File: src/rtl/lbes_pkg.sv
// Shared constants for the lift brake, emergency and torque-off logic
package lbes_pkg;
  // ****************************************
  // Widths
  // ****************************************
  localparam int FREQ_W = 16;
  localparam int TIME_W = 16;
  localparam int CURR_W = 16;
  localparam int RAMP_W = 3;
  localparam int FTYPE_W = 2;
  localparam int CNT_W = 24;
  // ****************************************
  // Frequency parameters, 0.01 Hz units
  // ****************************************
  localparam logic [FREQ_W-1:0] RUN_FREQ_MAX = 16'h1388;
  localparam logic [FREQ_W-1:0] RUN_FREQ_DEF = 16'h07D0;
  localparam logic [FREQ_W-1:0] CORR_FREQ_MAX = 16'h012C;
  localparam logic [FREQ_W-1:0] CORR_FREQ_DEF = 16'h0000;
  localparam logic [FREQ_W-1:0] FREQ_ZERO = 16'h0000;
  // ****************************************
  // Emergency signal times, 0.1 s units
  // ****************************************
  localparam logic [TIME_W-1:0] VALID_TIME_MAX = 16'h1388;
  localparam logic [TIME_W-1:0] VALID_TIME_DEF = 16'h0064;
  localparam logic [TIME_W-1:0] INVALID_TIME_MAX = 16'h2710;
  localparam logic [TIME_W-1:0] INVALID_TIME_DEF = 16'h0708;
  // ****************************************
  // Mode codes
  // ****************************************
  localparam logic BRAKE_BY_FREQ = 1'h0;
  localparam logic BRAKE_BY_FREQ_CURR = 1'h1;
  localparam logic EMERG_NO_RUN = 1'h0;
  localparam logic EMERG_UPS_RUN = 1'h1;
  localparam logic EMERG_HANDLING_DEF = 1'h1;
  localparam logic [RAMP_W-1:0] RAMP_SET_EMERG = 3'h4;
  localparam logic [FTYPE_W-1:0] FTYPE_NONE = 2'h0;
  // ****************************************
  // Timing
  // ****************************************
  localparam int CLK_HZ = 20_000_000;
  localparam int BRAKE_UNIT_MS = 10;
  localparam int SWITCH_TIME_MS = 250;
  localparam int BRAKE_UNIT_CYCLES = CLK_HZ / 1000 * BRAKE_UNIT_MS;
  localparam int SWITCH_CYCLES = CLK_HZ / 1000 * SWITCH_TIME_MS;
  typedef enum logic [1:0] {MODE_NORMAL, MODE_EMERG, MODE_MAINT} lbes_mode_e;
endpackage

File: src/rtl/lbes_core.sv
// Brake opening, emergency and maintenance running, and torque-off supervision
`timescale 1ns/100ps
`default_nettype none
// Summary of operation
// - With type 0 the brake opens once frequency reaches the threshold and the delay has passed.
// - With type 1 the output current must also reach the opening current before the brake opens.
// - An emergency input enters emergency running at the emergency frequency, default 20.00 Hz.
// - In emergency running the fourth ramp time set is selected.
// - A maintenance input runs at the held maintenance frequency, default 20.00 Hz.
// - With emergency handling 0 there is no output while the emergency input is active.
// - With emergency handling 1 the drive runs on UPS at the emergency frequency.
// - An ascending correction frequency of 0.00 to 3.00 Hz is held, default 0.00 Hz.
// - A descending correction frequency of 0.00 to 3.00 Hz is held, default 0.00 Hz.
// - An emergency validity time of 0.0 to 500.0 s is held, default 10.0 s.
// - An emergency invalid time of 0.0 to 1000.0 s is held, default 180.0 s.
// - Both torque-off channels active trigger torque off and stop output current.
// - Both channels inactive let the drive run normally.
// - One channel alone raises the mismatch fault with type 1, 2 or 3.
// - Forward rotation uses the rising thresholds and reverse the falling ones.
module lbes_core #(
  parameter int BRAKE_UNIT_CYC = lbes_pkg::BRAKE_UNIT_CYCLES,
  parameter int SWITCH_CYC = lbes_pkg::SWITCH_CYCLES
) (
  // Clock and reset
  input wire logic clk,
  input wire logic reset,
  // Drive feedback
  input wire logic runCmd,
  input wire logic directionReverse,
  input wire logic [lbes_pkg::FREQ_W-1:0] outputFreq,
  input wire logic [lbes_pkg::CURR_W-1:0] outputCurrent,
  input wire logic [lbes_pkg::FREQ_W-1:0] normalFreq,
  input wire logic [lbes_pkg::RAMP_W-1:0] normalRampSet,
  // Brake settings
  input wire logic brakeOpenType,
  input wire logic [lbes_pkg::TIME_W-1:0] brakeOpenDelay,
  input wire logic [lbes_pkg::FREQ_W-1:0] brakeOpenFreqUp,
  input wire logic [lbes_pkg::FREQ_W-1:0] brakeOpenFreqDown,
  input wire logic [lbes_pkg::CURR_W-1:0] brakeOpenCurrent,
  // Held parameter load
  input wire logic paramLoad,
  input wire logic [lbes_pkg::FREQ_W-1:0] emergencyRunFreqIn,
  input wire logic [lbes_pkg::FREQ_W-1:0] maintenanceRunFreqIn,
  input wire logic emergencyHandlingSelectIn,
  input wire logic [lbes_pkg::FREQ_W-1:0] ascendCorrectionFreqIn,
  input wire logic [lbes_pkg::FREQ_W-1:0] descendCorrectionFreqIn,
  input wire logic [lbes_pkg::TIME_W-1:0] emergencyValidTimeIn,
  input wire logic [lbes_pkg::TIME_W-1:0] emergencyInvalidTimeIn,
  // Pins
  input wire logic emergencyPin,
  input wire logic maintenancePin,
  input wire logic torqueOffChannelA,
  input wire logic torqueOffChannelB,
  input wire logic faultClear,
  // Drive commands
  output logic brakeOpen,
  output logic outputEnable,
  output logic [lbes_pkg::FREQ_W-1:0] freqSetpoint,
  output logic [lbes_pkg::RAMP_W-1:0] rampSet,
  output logic [1:0] runMode,
  output logic torqueOffActive,
  output logic torqueOffMismatchFault,
  output logic [lbes_pkg::FTYPE_W-1:0] faultTypeMonitor,
  // Held parameters
  output logic [lbes_pkg::FREQ_W-1:0] emergencyRunFreq,
  output logic [lbes_pkg::FREQ_W-1:0] maintenanceRunFreq,
  output logic emergencyHandlingSelect,
  output logic [lbes_pkg::FREQ_W-1:0] ascendCorrectionFreq,
  output logic [lbes_pkg::FREQ_W-1:0] descendCorrectionFreq,
  output logic [lbes_pkg::TIME_W-1:0] emergencyValidTime,
  output logic [lbes_pkg::TIME_W-1:0] emergencyInvalidTime
);
  // ****************************************
  // Pin synchronisers
  // ****************************************
  localparam int NPIN = 4;
  logic [NPIN-1:0] pinRaw;
  logic [NPIN-1:0] pinFilt;
  assign pinRaw = {torqueOffChannelB, torqueOffChannelA, maintenancePin, emergencyPin};
  genvar gi;
  generate
    for (gi = 0; gi < NPIN; gi++) begin : gSync
      logic [2:0] sync_reg;
      logic [2:0] sync_next;
      logic filt_reg;
      logic filt_next;
      always_comb begin
        sync_next = {sync_reg[1:0], pinRaw[gi]};
        filt_next = (sync_reg[1] == sync_reg[2]) ? sync_reg[2] : filt_reg;
      end
      always_ff @(posedge clk or posedge reset) begin
        if (reset) begin
          sync_reg <= 3'h0;
          filt_reg <= 1'b0;
        end else begin
          sync_reg <= sync_next;
          filt_reg <= filt_next;
        end
      end
      assign pinFilt[gi] = filt_reg;
    end
  endgenerate
  logic emergOn;
  logic maintOn;
  logic chanA;
  logic chanB;
  assign emergOn = pinFilt[0];
  assign maintOn = pinFilt[1];
  assign chanA = pinFilt[2];
  assign chanB = pinFilt[3];

  // ****************************************
  // Held parameters
  // ****************************************
  logic [lbes_pkg::FREQ_W-1:0] emFreq_reg, emFreq_next, mtFreq_reg, mtFreq_next;
  logic [lbes_pkg::FREQ_W-1:0] ascFreq_reg, ascFreq_next, dscFreq_reg, dscFreq_next;
  logic [lbes_pkg::TIME_W-1:0] vTime_reg, vTime_next, iTime_reg, iTime_next;
  logic handling_reg, handling_next;

  always_comb begin
    emFreq_next = emFreq_reg;
    mtFreq_next = mtFreq_reg;
    ascFreq_next = ascFreq_reg;
    dscFreq_next = dscFreq_reg;
    vTime_next = vTime_reg;
    iTime_next = iTime_reg;
    handling_next = handling_reg;
    if (paramLoad) begin
      emFreq_next = (emergencyRunFreqIn > lbes_pkg::RUN_FREQ_MAX) ?
                    lbes_pkg::RUN_FREQ_MAX : emergencyRunFreqIn;
      mtFreq_next = (maintenanceRunFreqIn > lbes_pkg::RUN_FREQ_MAX) ?
                    lbes_pkg::RUN_FREQ_MAX : maintenanceRunFreqIn;
      ascFreq_next = (ascendCorrectionFreqIn > lbes_pkg::CORR_FREQ_MAX) ?
                     lbes_pkg::CORR_FREQ_MAX : ascendCorrectionFreqIn;
      dscFreq_next = (descendCorrectionFreqIn > lbes_pkg::CORR_FREQ_MAX) ?
                     lbes_pkg::CORR_FREQ_MAX : descendCorrectionFreqIn;
      vTime_next = (emergencyValidTimeIn > lbes_pkg::VALID_TIME_MAX) ?
                   lbes_pkg::VALID_TIME_MAX : emergencyValidTimeIn;
      iTime_next = (emergencyInvalidTimeIn > lbes_pkg::INVALID_TIME_MAX) ?
                   lbes_pkg::INVALID_TIME_MAX : emergencyInvalidTimeIn;
      handling_next = emergencyHandlingSelectIn;
    end
  end

  always_ff @(posedge clk or posedge reset) begin
    if (reset) begin
      emFreq_reg <= lbes_pkg::RUN_FREQ_DEF;
      mtFreq_reg <= lbes_pkg::RUN_FREQ_DEF;
      ascFreq_reg <= lbes_pkg::CORR_FREQ_DEF;
      dscFreq_reg <= lbes_pkg::CORR_FREQ_DEF;
      vTime_reg <= lbes_pkg::VALID_TIME_DEF;
      iTime_reg <= lbes_pkg::INVALID_TIME_DEF;
      handling_reg <= lbes_pkg::EMERG_HANDLING_DEF;
    end else begin
      emFreq_reg <= emFreq_next;
      mtFreq_reg <= mtFreq_next;
      ascFreq_reg <= ascFreq_next;
      dscFreq_reg <= dscFreq_next;
      vTime_reg <= vTime_next;
      iTime_reg <= iTime_next;
      handling_reg <= handling_next;
    end
  end

  // ****************************************
  // Torque-off supervision
  // ****************************************
  logic mismatch;
  logic mismatchLong;
  logic fault_reg, fault_next;
  logic [lbes_pkg::FTYPE_W-1:0] ftype_reg, ftype_next;
  assign mismatch = chanA ^ chanB;

  lbes_delay #(.W(lbes_pkg::CNT_W)) uMismatch (
    .clk(clk),
    .reset(reset),
    .run(mismatch),
    .tick(1'b1),
    .limit(lbes_pkg::CNT_W'(SWITCH_CYC - 1)),
    .done(mismatchLong)
  );

  always_comb begin
    fault_next = fault_reg;
    ftype_next = ftype_reg;
    if (faultClear && !mismatch) begin
      fault_next = 1'b0;
      ftype_next = lbes_pkg::FTYPE_NONE;
    end
    if (mismatchLong && mismatch) begin
      fault_next = 1'b1;
      ftype_next = ftype_reg | {chanB, chanA};
    end
  end

  always_ff @(posedge clk or posedge reset) begin
    if (reset) begin
      fault_reg <= 1'b0;
      ftype_reg <= lbes_pkg::FTYPE_NONE;
    end else begin
      fault_reg <= fault_next;
      ftype_reg <= ftype_next;
    end
  end

  // ****************************************
  // Run mode and frequency command
  // ****************************************
  lbes_pkg::lbes_mode_e mode_reg, mode_next;
  logic [lbes_pkg::FREQ_W-1:0] freq_reg, freq_next;
  logic [lbes_pkg::RAMP_W-1:0] ramp_reg, ramp_next;
  logic en_reg, en_next;
  logic stoTrip;
  assign stoTrip = chanA && chanB;

  always_comb begin
    if (emergOn) begin
      mode_next = lbes_pkg::MODE_EMERG;
    end else if (maintOn) begin
      mode_next = lbes_pkg::MODE_MAINT;
    end else begin
      mode_next = lbes_pkg::MODE_NORMAL;
    end
    freq_next = normalFreq;
    ramp_next = normalRampSet;
    en_next = runCmd && !stoTrip && !fault_reg;
    unique case (mode_next)
      lbes_pkg::MODE_EMERG: begin
        ramp_next = lbes_pkg::RAMP_SET_EMERG;
        freq_next = emFreq_reg;
        if (handling_reg == lbes_pkg::EMERG_NO_RUN) begin
          freq_next = lbes_pkg::FREQ_ZERO;
          en_next = 1'b0;
        end
      end
      lbes_pkg::MODE_MAINT: begin
        freq_next = mtFreq_reg;
      end
      lbes_pkg::MODE_NORMAL: begin
        freq_next = normalFreq;
      end
    endcase
  end

  always_ff @(posedge clk or posedge reset) begin
    if (reset) begin
      mode_reg <= lbes_pkg::MODE_NORMAL;
      freq_reg <= lbes_pkg::FREQ_ZERO;
      ramp_reg <= '0;
      en_reg <= 1'b0;
    end else begin
      mode_reg <= mode_next;
      freq_reg <= freq_next;
      ramp_reg <= ramp_next;
      en_reg <= en_next;
    end
  end

  // ****************************************
  // Brake opening
  // ****************************************
  logic [lbes_pkg::CNT_W-1:0] pre_reg, pre_next;
  logic brakeCond;
  logic brakeTick;
  logic brakeDone;
  logic freqReached;
  logic currReached;

  always_comb begin
    freqReached = directionReverse ? (outputFreq >= brakeOpenFreqDown) :
                  (outputFreq >= brakeOpenFreqUp);
    currReached = (brakeOpenType == lbes_pkg::BRAKE_BY_FREQ) ||
                  (outputCurrent >= brakeOpenCurrent);
    brakeCond = en_reg && freqReached && currReached;
    brakeTick = (pre_reg == lbes_pkg::CNT_W'(BRAKE_UNIT_CYC - 1));
    pre_next = (!brakeCond || brakeTick) ? '0 : pre_reg + lbes_pkg::CNT_W'(1);
  end

  always_ff @(posedge clk or posedge reset) begin
    if (reset) begin
      pre_reg <= '0;
    end else begin
      pre_reg <= pre_next;
    end
  end

  lbes_delay #(.W(lbes_pkg::TIME_W)) uBrake (
    .clk(clk),
    .reset(reset),
    .run(brakeCond),
    .tick(brakeTick),
    .limit(brakeOpenDelay),
    .done(brakeDone)
  );

  assign brakeOpen = brakeDone;
  assign outputEnable = en_reg;
  assign freqSetpoint = freq_reg;
  assign rampSet = ramp_reg;
  assign runMode = mode_reg;
  assign torqueOffActive = stoTrip;
  assign torqueOffMismatchFault = fault_reg;
  assign faultTypeMonitor = ftype_reg;
  assign emergencyRunFreq = emFreq_reg;
  assign maintenanceRunFreq = mtFreq_reg;
  assign emergencyHandlingSelect = handling_reg;
  assign ascendCorrectionFreq = ascFreq_reg;
  assign descendCorrectionFreq = dscFreq_reg;
  assign emergencyValidTime = vTime_reg;
  assign emergencyInvalidTime = iTime_reg;
endmodule
`default_nettype wire

File: src/rtl/lbes_delay.sv
// Delay counter that reports once a run has lasted a given number of ticks
`timescale 1ns/100ps
`default_nettype none
module lbes_delay #(
  parameter int W = 24
) (
  // Clock and reset
  input wire logic clk,
  input wire logic reset,
  // Control
  input wire logic run,
  input wire logic tick,
  input wire logic [W-1:0] limit,
  // Status
  output logic done
);
  logic [W-1:0] count_reg;
  logic [W-1:0] count_next;
  logic done_reg;
  logic done_next;

  always_comb begin
    count_next = count_reg;
    done_next = 1'b0;
    if (!run) begin
      count_next = '0;
    end else begin
      if (tick && (count_reg < limit)) begin
        count_next = count_reg + W'(1);
      end
      done_next = (count_reg >= limit);
    end
  end

  always_ff @(posedge clk or posedge reset) begin
    if (reset) begin
      count_reg <= '0;
      done_reg <= 1'b0;
    end else begin
      count_reg <= count_next;
      done_reg <= done_next;
    end
  end

  assign done = done_reg;
endmodule
`default_nettype wire

File: config.mk
export PLATFORM = sky130hd
export DESIGN_NAME = lbes_core
export DESIGN_NICKNAME = d
export VERILOG_FILES = /design/src/rtl/lbes_pkg.sv /design/src/rtl/lbes_core.sv /design/src/rtl/lbes_delay.sv
export SDC_FILE = /design/constraint.sdc
export NUM_CORES = 1
export LEC_CHECK = 0
export ABC_AREA = 0
export ABC_CLOCK_PERIOD_IN_PS = 16600
export BUFFER_PORTS_ARGS = -buffer_cell sky130_fd_sc_hd__buf_2
export CAP_MARGIN = 20
export CORE_MARGIN = 5
export CORE_UTILIZATION = 49
export DETAILED_ROUTE_END_ITERATION = 12
export PLACE_DENSITY = 0.77
export SETUP_SLACK_MARGIN = 0.1
export SLEW_MARGIN = 15
export SYNTH_ARGS = -nofsm -noshare
export SYNTH_HDL_FRONTEND = slang
export SYNTH_HIERARCHICAL = 1
export SYNTH_SLANG_ARGS = --single-unit
File: constraint.sdc
create_clock -name clk -period 16.6 [get_ports clk]
set_input_delay 3.32 -clock clk [delete_from_list [all_inputs] [get_ports clk]]
set_output_delay 3.32 -clock clk [all_outputs]
set_load 0.02 [all_outputs]
==> results by group, run 1 <==
Route
  • Total wire length: 30.85 mm
  • Drt wl/cell: 17.65 um
  • Initial DRC Count: 475
  • Vias per inst: 5.477
  • 1st-pass router iterations: 5
  • DR vias: 9574
  • Routed Antenna Nets: 0
  • Detailed-route DRC error count: 0

Min path
  • Worst Hold Launch: gSync[2].sync_reg[0]
  • Worst hold path cell count: 0
  • Hold path endpoint: gSync[2].sync_reg[1]
  • HP Class: flop to flop

Worst setup path
  • CP required: 16.97 ns
  • CP most frequent cell: a21oi_1
  • Crit path buf inv count: 3
  • R2r setup slk: 13.84 ns
  • Worst stage delay on the critical path: 0.66 ns
  • Reg-to-Reg End: uBrake/count_reg[15]
  • CP startpoint kind: input port
  • R2R Path Start: pre_reg[15]
  • Delay-heaviest family, CP: compound AO/OA/AOI/OAI gates
  • R2R depth: 8
  • Slowest-stage cell, CP: o211ai_4
  • CP Data Arrival Time: 5.74 ns
  • Worst setup path category: input port to flop
  • Crit. End Element: flop
  • CP cell instances: buf_2, ha_1, o211ai_1, a21oi_1, o41ai_1, a311oi_1, o211ai_4, inv_2, clkinv_1, a21oi_1
  • Crit Path Max Fanout: 24

Clocking
  • Clock tree buffer depth: 3
  • Worst skew pair latency: 0.50 ns
  • Resize count post-CTS: 0
  • CTS tree: done
  • Htree depth: 1
  • CTS Sinks: 204
  • Hold-fix buffer count after cts: 0
  • Root Driver: clkbuf_16
  • Clock transition at path regs: 0.06 ns
  • Setup bufs post-CTS: 0
  • Inserted Clock Buffers: 23

Job
  • MaxCap Viol Count: 0

Power
  • Power per cell area: 87.99 nW/um2
  • VDD IR max: 71.28 uV
  • Static leakage: 0.006996 uW

Synth
  • Synthesized instance count: 1092
  • Post-synth EDFFs: 0
  • FF+latch count, synth: 204
  • Post-synth cell types: 67
  • Synth Flop Type: dfrtp_1
  • Yosys warns: 6
  • Syn_area_per_cell: 10.06 um2
  • Sequential area share after synthesis: 46.71%
  • Synthesized area: 10980 um2
  • Fraction of registers with async set/reset: 100.0%

Final layout
  • Most frequent cells in the layout: buf_2 (346), dfrtp_1 (184), inv_1 (100)
  • Layout Nets: 1766
  • Most common library cell in the layout ignoring fill and taps: buf_2
  • Share of cells above drive strength 1: 29.51%
  • Design Area, Final: 13840 um2
  • Non-Filler Instances: 1748
  • Final core utilization: 63.05%
  • Area growth from synthesis to layout: 26.07%

Place
  • Area after DPL: 13000 um2
  • Placed Cells: 1705
  • Dpl hpwl: 23.49 mm
  • Final GP Congestion: 0.8807
  • PortBufs: 346

GRT
  • Antenna violations before repair: 4
  • Met1 GRT Util: 28.65%
  • GRT Util Overall: 23.38%
  • First-pass GRT wire length: 49.69 mm
  • Vias in the first global route: 9909
  • Pin count of the biggest net entering global routing: 104
  • Most used routing layer: met2
  • Grt ovf: 0
  • Met2 Use GR: 40.89%
  • Met3 Usage GRT: 5.747%

Status
  • Outcome: completed

STA
  • Crit path time final: 5.375 ns
  • RSZ-0062 raised after global routing: no
  • # setup viols final: 0
  • Final Cycle Share: 32.38%
  • Pins Over Slew Limit: 0
  • F_max: 0.1860 GHz
  • Worst slew pin tran: 0.9033 ns
  • Setup TNS: 0 ns
  • Slew headroom: 39.78%
  • Fin. Hold Viols: 0
  • Clock Skew: 0.01353 ns

Floorplanning
  • DIE HEIGHT: 159.7 um
  • Row count: 54
  • Die Area: 25510 um2
  • Starting Density: 50.01%
  • # IOs: 347
  • Core area: 21960 um2
  • Die width: 159.7 um
-- Yosys cell counts (8+ instances only) --
cell type / count / area share, %
clkbuf_1: 21 / 0.72
mux2i_1: 33 / 3.0
nor2_1: 46 / 1.6
o21ai_1: 16 / 0.73
nand2b_1: 19 / 1.1
nor2b_1: 37 / 2.1
nor3_1: 18 / 0.82
or3_1: 8 / 0.46
nor4_1: 19 / 1.1
nand3_1: 40 / 1.8
dfrtp_1: 184 / 42
nand2_1: 84 / 2.9
and3_1: 15 / 0.85
nand4_1: 24 / 1.4
or4_1: 10 / 0.68
buf_1: 8 / 0.27
a22o_1: 44 / 3.5
inv_1: 102 / 3.5
o22a_1: 27 / 2.2
xor2_1: 14 / 1.1
xnor2_1: 11 / 0.88
o21ai_0: 32 / 1.5
ha_1: 92 / 10
a21oi_1: 60 / 2.7
dfstp_2: 20 / 4.8
o31ai_1: 14 / 0.96
-- stage by stage --
step / setup slack [ns] / hold WS [ns] / total power, uW
global route: 10.93 / 0.3540 / 1269
CTS: 11.24 / 0.3477 / 1229
finish: 11.22 / 0.3443 / 1218
floorplan: 8.936 / 0.3312 / 617.0
detailed placement: 10.72 / 0.3356 / 682.6
global placement: 10.78 / 0.3338 / 677.3
-- routing by layer --
metal | vias up | part of all wire (%) | routed length (um)
met2 | 331 | 50 | 15310
met1 | 4590 | 40 | 12460
met4 | 0 | 2.9 | 898
li1 | 4586 | - | -
met5 | - | 0 | 0
met3 | 67 | 7.1 | 2180
-- power breakdown --
group          switching (uW)  total [uW]  internal, uW
registers                9.16         521           512
clock network             196         544           348
logic                    94.3         153          59.0
total                     299        1220           919
-- logic make-up after synthesis --
group	count (synthesis)	share of synthesized area, %
AO/OA/AOI/OAI	230	14.30
XOR/XNOR	25	1.994
adder cells (fa/ha/maj)	96	10.85
buffers and inverters	149	5.469
flip-flops	204	46.71
multiplexers	34	3.110
other	2	0.06839
AND/OR/NAND/NOR	352	17.50
-- layout make-up --
type	count	area [um2]
Clock buffer	32	649.4
Clock inverter	6	155.1
Sequential cell	204	5130
Tap cell	280	350.3
Antenna cell	4	10.01
Timing Repair Buffer	352	1797
Multi-Input combinational cell	762	5343
Inverter	108	410.4
Fill cell	1809	8114
-- worst max path at each step --
stage	startpoint	to	slack [ns]	depth (start not counted)
final	outputCurrent[1]	uBrake/count_reg[2]	11.22	10
after global routing	outputFreq[11]	uBrake/count_reg[2]	10.93	10
after CTS	outputCurrent[1]	uBrake/done	11.24	10
after detailed placement	outputCurrent[1]	uBrake/done	10.72	10
after global placement	outputCurrent[1]	uBrake/done	10.78	10
after floorplan	reset	ascendCorrectionFreq[0]	8.94	1
Note: power is estimated with default switching activity, not from simulation.
==> run 2: changes to the inputs <==
Settings changed: ABC_AREA 0 to 1, ABC_CLOCK_PERIOD_IN_PS 16600 to 4600, CORE_UTILIZATION 49 to 48.
Clock period 16.6 ns to 4.6 ns, I/O delays scaled along.
==> run 2 against run 1 <==
Critical path depth increased by 4. Critical endpoint unchanged. Largest cell class unchanged. Sequential power increased to 3.6 times the previous value. First-iteration DRC count is 35% higher.
==> results by group, run 2 <==
Synth
  • Fraction of registers with async set/reset: 100.0% (unchanged)
  • Synth top area share: 37.28% (was 41.93%)
  • Top cells by area, synth: dfrtp_1 (37%), nand2_1 (11%), ha_1 (9.3%), inv_1 (6.4%), nand3_1 (5.3%) (was dfrtp_1 (42%), ha_1 (10%), dfstp_2 (4.8%), a22o_1 (3.5%), inv_1 (3.5%))
  • Area leader, netlist: dfrtp_1 (unchanged)
  • Post-synth EDFFs: 0 (unchanged)
  • Compound-Gate Fraction of Synth Area: 5.745% (was 14.30%)
  • Multiplexer share of the synthesized area: 0% (was 3.110%)
  • FF+latch count, synth: 204 (unchanged)
  • Post-synth cell types: 57 (was 67)
  • Synthesized area: 12350 um2 (was 10980 um2)
  • Synth Flop Type: dfrtp_1 (unchanged)
  • Post-Synth Adder-Cell Area: 9.645% (was 10.85%)
  • Top post-synthesis cells by count: nand2_1 (356), inv_1 (211), dfrtp_1 (184) (was dfrtp_1 (184), inv_1 (102), ha_1 (92))
  • Synthesized instance count: 1552 (was 1092)
  • Post-Synth Simple-Gate Area: 30.99% (was 17.50%)
  • Xor and xnor fraction of the mapped netlist area: 2.837% (was 1.994%)
  • Most common cell in the netlist: nand2_1 (was dfrtp_1)
  • Syn_area_per_cell: 7.957 um2 (was 10.06 um2)
  • Yosys warns: 6 (unchanged)
  • Sequential area share after synthesis: 41.54% (was 46.71%)
  • Largest family of logic cells by synthesized area: simple AND/OR/NAND/NOR gates (unchanged)

Final layout
  • Multi-input logic area: 6172 um2 (was 5343 um2)
  • Filler cell count: 2270 (was 1809)
  • Layout Nets: 2226 (was 1766)
  • Most common library cell in the layout ignoring fill and taps: nand2_1 (was buf_2)
  • Flip-flop and latch area: 5130 um2 (unchanged)
  • Most frequent cells in the layout: nand2_1 (356), buf_2 (345), inv_1 (209) (was buf_2 (346), dfrtp_1 (184), inv_1 (100))
  • Diodes inserted: 0 (was 4)
  • Area growth from synthesis to layout: 23.17% (was 26.07%)
  • Share of cells above drive strength 1: 27.23% (was 29.51%)

STA
  • # setup viols final: 0 (unchanged)
  • F_max: 0.3625 GHz
  • Worst slew pin tran: 1.031 ns (was 0.9033 ns)
  • Fin. Hold Viols: 0 (unchanged)
  • Pins Over Slew Limit: 0 (unchanged)
  • Final Cycle Share: 59.97%
  • Slew headroom: 31.25% (was 39.78%)
  • RSZ-0062 raised after global routing: no (unchanged)
  • Post-route worst setup slack: 1.841 ns (was 11.22 ns)
  • Clock Skew: 0.01309 ns (was 0.01353 ns)
  • Setup TNS: 0 ns (unchanged)
  • Crit path time final: 2.759 ns

Place
  • Final GP Congestion: 0.9467 (was 0.8807)
  • PortBufs: 346 (unchanged)
  • Dpl hpwl: 26.12 mm (was 23.49 mm)
  • Pre-CTS WS: 1.374 ns (was 10.72 ns)

Route
  • DR vias: 11401 (was 9574)
  • Initial DRC Count: 642 (was 475)
  • Detailed-route DRC error count: 0 (unchanged)
  • Drt wl/cell: 14.96 um (was 17.65 um)
  • Total wire length: 33.78 mm (was 30.85 mm)
  • 1st-pass router iterations: 5 (unchanged)
  • Vias per inst: 5.049 (was 5.477)
  • Routed Antenna Nets: 0 (unchanged)

Clocking
  • Resize count post-CTS: 0 (unchanged)
  • Clock transition at path regs: 0.06 ns (about the same)
  • Hold-fix buffer count after cts: 0 (unchanged)
  • Inserted Clock Buffers: 23 (unchanged)
  • CTS Sinks: 204 (unchanged)
  • Setup bufs post-CTS: 0 (unchanged)
  • Clock tree buffer depth: 3 (unchanged)
  • Htree depth: 1 (unchanged)
  • Root Driver: clkbuf_16 (unchanged)
  • CTS tree: done (unchanged)
  • Worst skew pair latency: 0.51 ns (was 0.50 ns)

Worst setup path
  • R2r setup slk: 2.35 ns (was 13.84 ns)
  • Crit Path Max Fanout: 13 (was 24)
  • CP required: 5.04 ns (was 16.97 ns)
  • Crit. End Element: flop (unchanged)
  • R2R Path Start: pre_reg[0] (was pre_reg[15])
  • R2R depth: 9 (was 8)
  • CP Data Arrival Time: 3.20 ns (was 5.74 ns)
  • Reg-to-Reg End: uBrake/count_reg[6] (was uBrake/count_reg[15])
  • CP startpoint kind: input port (unchanged)
  • Worst setup path category: input port to flop (unchanged)

Power
  • Clock network power share: 43.7% (was 44.6%)
  • Switch share: 26.75% (was 24.55%)
  • VDD IR max: 284.1 uV (was 71.28 uV)
  • Static leakage: 0.008295 uW (was 0.006996 uW)
  • Sequential power share: 42.8% (about the same)
  • Comb power frac: 13.5% (was 12.6%)
  • Power per cell area: 290.2 nW/um2 (was 87.99 nW/um2)
  • Switching pwr: 1180 uW (was 299.0 uW)
  • Cell Int Power: 3233 uW (was 919.2 uW)

GRT
  • Met3 Usage GRT: 3.949% (was 5.747%)
  • Pin count of the biggest net entering global routing: 105 (was 104)
  • Antenna violations before repair: 0 (was 4)
  • Met2 Use GR: 38.84% (was 40.89%)
  • GRT Util Overall: 22.57% (was 23.38%)
  • Met1 GRT Util: 28.91% (was 28.65%)
  • Vias in the first global route: 11290 (was 9909)
  • Most used routing layer: met2 (unchanged)
  • First-pass GRT wire length: 54.62 mm (was 49.69 mm)
  • Grt ovf: 0 (unchanged)

Floorplanning
  • Row count: 58 (was 54)
  • Die width: 170.4 um (was 159.7 um)
  • DIE HEIGHT: 170.4 um (was 159.7 um)
  • Starting Density: 48.90% (was 50.01%)
  • Core area: 25250 um2 (was 21960 um2)
  • # IOs: 347 (unchanged)
  • Die Area: 29040 um2 (was 25510 um2)

Min path
  • HP Class: flop to flop (unchanged)
  • Worst Hold Launch: gSync[3].sync_reg[0] (was gSync[2].sync_reg[0])
  • Worst hold path cell count: 0 (unchanged)
  • Hold path endpoint: gSync[3].sync_reg[1] (was gSync[2].sync_reg[1])

Status
  • Outcome: completed (unchanged)

Job
  • MaxCap Viol Count: 0 (unchanged)
## run 2: cell count changes after synthesis, moves of 37 or more
cell	delta
a22o_1	-44
nor2b_1	-37
nor2_1	+126
nand2_1	+272
nand3_1	+90
inv_1	+109
## run 2: power groups by stage
| stage | registers [uW] | clock network [uW] | logic, uW |
|---|---|---|---|
| global placement | 1920 | 0 | 574 |
| CTS | 1890 | 1960 | 592 |
| finish | 1890 | 1930 | 595 |
| global route | 1900 | 2040 | 671 |
| detailed placement | 1920 | 0 | 589 |
| floorplan | 1970 | 0 | 315 |
## run 2: stage by stage
step | cell area [um2] | std cells | utilization, % | hold WS, ns | total power [uW]
final | 15210 | 2258 | 60.23 | 0.3495 | 4413
after global routing | 15210 | 2258 | 60.23 | 0.3594 | 4605
after CTS | 15160 | 2255 | 60.01 | 0.3527 | 4447
after detailed placement | 14360 | 2213 | 56.84 | 0.3387 | 2511
after global placement | 14360 | 2213 | 56.84 | 0.3337 | 2496
after floorplan | 12440 | 1575 | - | 0.3312 | 2280
## run 2: layout make-up
class                   instances  share of cell area [%]
well taps                     330                   2.714
clock inverters                13                   1.004
inverters                     225                   5.577
repair buffers                355                   12.14
multi-input cells            1102                   40.58
clock buffers                  29                   4.261
flip-flops and latches        204                   33.73
## run 2: worst max-delay path, stage by stage
cell and delay, ns:
buf_2 0.12, ha_1 0.30, nand2_1 0.09, nor2_2 0.13
and2_1 0.13, nand2_1 0.05, a21oi_1 0.11, nor2_1 0.08
nor2_4 0.13, and2_1 0.41, inv_1 0.32, nor3_1 0.26
nand2_1 0.08, nand2_1 0.07
## run 2: worst max-delay path by stage
stage	from	to	depth (start not counted)	slack [ns]
final	outputFreq[15]	uBrake/count_reg[2]	14	1.84
after CTS	outputFreq[15]	uBrake/count_reg[2]	14	1.88
after detailed placement	outputFreq[15]	uBrake/count_reg[2]	14	1.37
after floorplan	reset	ascendCorrectionFreq[0]	1	1.64
after global routing	brakeOpenCurrent[11]	uBrake/count_reg[2]	12	1.62
after global placement	outputFreq[15]	uBrake/count_reg[2]	14	1.38
## run 2: cell families (layout without fill, tap and decap cells)
kind of cell | Yosys count | after routing
fa+ha+maj | 96 | 96
buf+inv | 269 | 622
compound gates | 122 | 122
xor+xnor | 40 | 40
other cells | 2 | 25
flops | 204 | 204
simple gates | 819 | 819
## run 2: layer usage
| metal | vias up | wire, um |
|---|---|---|
| met5 | - | 0 |
| met4 | 0 | 1198 |
| met3 | 95 | 2302 |
| met2 | 421 | 16450 |
| met1 | 5254 | 13830 |
| li1 | 5631 | - |
==> run 3: changes to the inputs <==
Settings changed: ABC_CLOCK_PERIOD_IN_PS 4600 to 2300.
Clock period 4.6 ns to 2.3 ns, I/O delays scaled along.
==> run 3 against run 2 <==
Critical path depth decreased by 5. Cell count increased by 1.0%. Global-route usage grew 1.2 points. Power rose by 110%.
==> results by group, run 3 (synthesis gave the netlist of run 2 again) <==
Status
  • Outcome: completed (unchanged)

Worst setup path
  • CP startpoint kind: flop (was input port)
  • R2R Path Start: uMismatch/count_reg[15] (was pre_reg[0])
  • Worst setup path category: flop to flop (was input port to flop)
  • R2r setup slk: 0.31 ns (was 2.35 ns)
  • R2R depth: 9 (unchanged)
  • Crit Path Max Fanout: 24 (was 13)
  • CP required: 2.69 ns (was 5.04 ns)
  • CP Data Arrival Time: 2.38 ns (was 3.20 ns)
  • Crit. End Element: flop (unchanged)
  • Worst Setup SP: uMismatch/count_reg[15] (was outputFreq[15])
  • Reg-to-Reg End: uMismatch/count_reg[14] (was uBrake/count_reg[6])

Place
  • Dpl hpwl: 27.41 mm (was 26.12 mm)
  • Final GP Congestion: 0.9869 (was 0.9467)
  • PortBufs: 346 (unchanged)

Job
  • MaxCap Viol Count: 0 (unchanged)

Clocking
  • Clock tree buffer depth: 3 (unchanged)
  • CTS tree: done (unchanged)
  • Htree depth: 1 (unchanged)
  • Worst skew pair latency: 0.53 ns (was 0.51 ns)
  • Inserted Clock Buffers: 24 (was 23)
  • Setup bufs post-CTS: 0 (unchanged)
  • Hold-fix buffer count after cts: 0 (unchanged)
  • CTS Sinks: 204 (unchanged)
  • Clock transition at path regs: 0.06 ns (about the same)
  • Resize count post-CTS: 0 (unchanged)
  • Root Driver: clkbuf_16 (unchanged)

Route
  • DR vias: 11591 (was 11401)
  • Vias per inst: 5.082 (was 5.049)
  • Total wire length: 35.37 mm (was 33.78 mm)
  • Routed Antenna Nets: 0 (unchanged)
  • Detailed-route DRC error count: 0 (unchanged)
  • Drt wl/cell: 15.50 um (was 14.96 um)
  • Initial DRC Count: 678 (was 642)
  • 1st-pass router iterations: 6 (was 5)

Min path
  • Worst Hold Launch: emergencyPin (was gSync[3].sync_reg[0])
  • Hold path endpoint: gSync[0].sync_reg[0] (was gSync[3].sync_reg[1])
  • HP Class: input port to flop (was flop to flop)
  • Worst hold path cell count: 1 (was 0)

Final layout
  • Most frequent cells in the layout: nand2_1 (356), buf_2 (345), inv_1 (209) (unchanged)
  • Share of cells above drive strength 1: 28.14% (was 27.23%)
  • Most common library cell in the layout ignoring fill and taps: nand2_1 (unchanged)
  • Area growth from synthesis to layout: 25.72% (was 23.17%)
  • Layout Nets: 2248 (was 2226)
  • Diodes inserted: 0 (unchanged)

GRT
  • Antenna violations before repair: 0 (unchanged)
  • Met1 GRT Util: 31.02% (was 28.91%)
  • Met2 Use GR: 39.41% (was 38.84%)
  • Vias in the first global route: 11562 (was 11290)
  • Pin count of the biggest net entering global routing: 105 (unchanged)
  • First-pass GRT wire length: 56.86 mm (was 54.62 mm)
  • Met3 Usage GRT: 5.017% (was 3.949%)
  • Grt ovf: 0 (unchanged)
  • Most used routing layer: met2 (unchanged)
  • GRT Util Overall: 23.72% (was 22.57%)

STA
  • Slew headroom: 55.59% (was 31.25%)
  • Clock Skew: 0.03026 ns (was 0.01309 ns)
  • RSZ-0062 raised after global routing: no (unchanged)
  • Fin. Hold Viols: 0 (unchanged)
  • Final Cycle Share: 86.65%
  • Setup TNS: 0 ns (unchanged)
  • F_max: 0.5018 GHz
  • Worst slew pin tran: 0.6654 ns (was 1.031 ns)
  • Crit path time final: 1.993 ns
  • # setup viols final: 0 (unchanged)
  • Pins Over Slew Limit: 0 (unchanged)

Power
  • Power per cell area: 591.5 nW/um2 (was 290.2 nW/um2)
  • Static leakage: 0.008468 uW (was 0.008295 uW)
  • Total design power: 9183 uW (was 4413 uW)
  • VDD IR max: 577.1 uV (was 284.1 uV)

Floorplanning
  • Die width: 170.4 um (unchanged)
  • Die Area: 29040 um2 (unchanged)
  • Core area: 25250 um2 (unchanged)
  • Row count: 58 (unchanged)
  • Starting Density: 48.90% (unchanged)
  • # IOs: 347 (unchanged)
  • DIE HEIGHT: 170.4 um (unchanged)
==> run 3: layout make-up <==
class | count | area, um2
fillers | 2215 | 9728
multi-input cells | 1102 | 6175
flip-flops and latches | 204 | 5130
repair buffers | 376 | 2085
inverters | 225 | 848.3
clock buffers | 29 | 659.4
well taps | 330 | 412.9
clock inverters | 15 | 216.5
==> run 3: critical path, stage by stage, from the launching register on <==
cell     delay (ns)
dfrtp_1        0.48
ha_1           0.31
nand2_2        0.11
a21oi_1        0.05
nor2_1         0.11
nand2_1        0.11
nand2_2        0.11
nand4_4        0.34
nand3_1        0.19
nand2_1        0.07
==> run 3: power breakdown <==
group,internal [uW],switching (uW)
logic,466,794
clock network,2600,1540
registers,3710,73.0
==> run 3: metrics by stage <==
stage | hold WS [ns] | setup slack (ns) | instance area [um2] | utilization, % | instances
final | 0.03542 | 0.3070 | 15530 | 61.48 | 2281
after global routing | 0.01142 | 0.1336 | 15530 | 61.48 | 2281
after CTS | 0.01027 | 0.2864 | 15530 | 61.48 | 2281
after detailed placement | 0.3386 | -0.05756 | 14650 | 58.01 | 2237
after global placement | 0.3357 | -0.006978 | 14650 | 58.01 | 2237
after floorplan | 0.3312 | -0.2005 | 12450 | - | 1575
==> run 3: metal layers <==
| layer | vias up | wire length [um] |
|---|---|---|
| met4 | 0 | 1318 |
| met3 | 108 | 2951 |
| met2 | 465 | 16750 |
| li1 | 5679 | - |
| met1 | 5339 | 14350 |
| met5 | - | 0 |
==> run 3: worst max-delay path by stage <==
stage / endpoint / cells after the start
after floorplan: ascendCorrectionFreq[0] / 1
after global placement: uBrake/count_reg[2] / 15
after detailed placement: uBrake/count_reg[2] / 15
final: uMismatch/count_reg[14] / 9
after CTS: uMismatch/count_reg[14] / 9
after global routing: uMismatch/count_reg[17] / 8
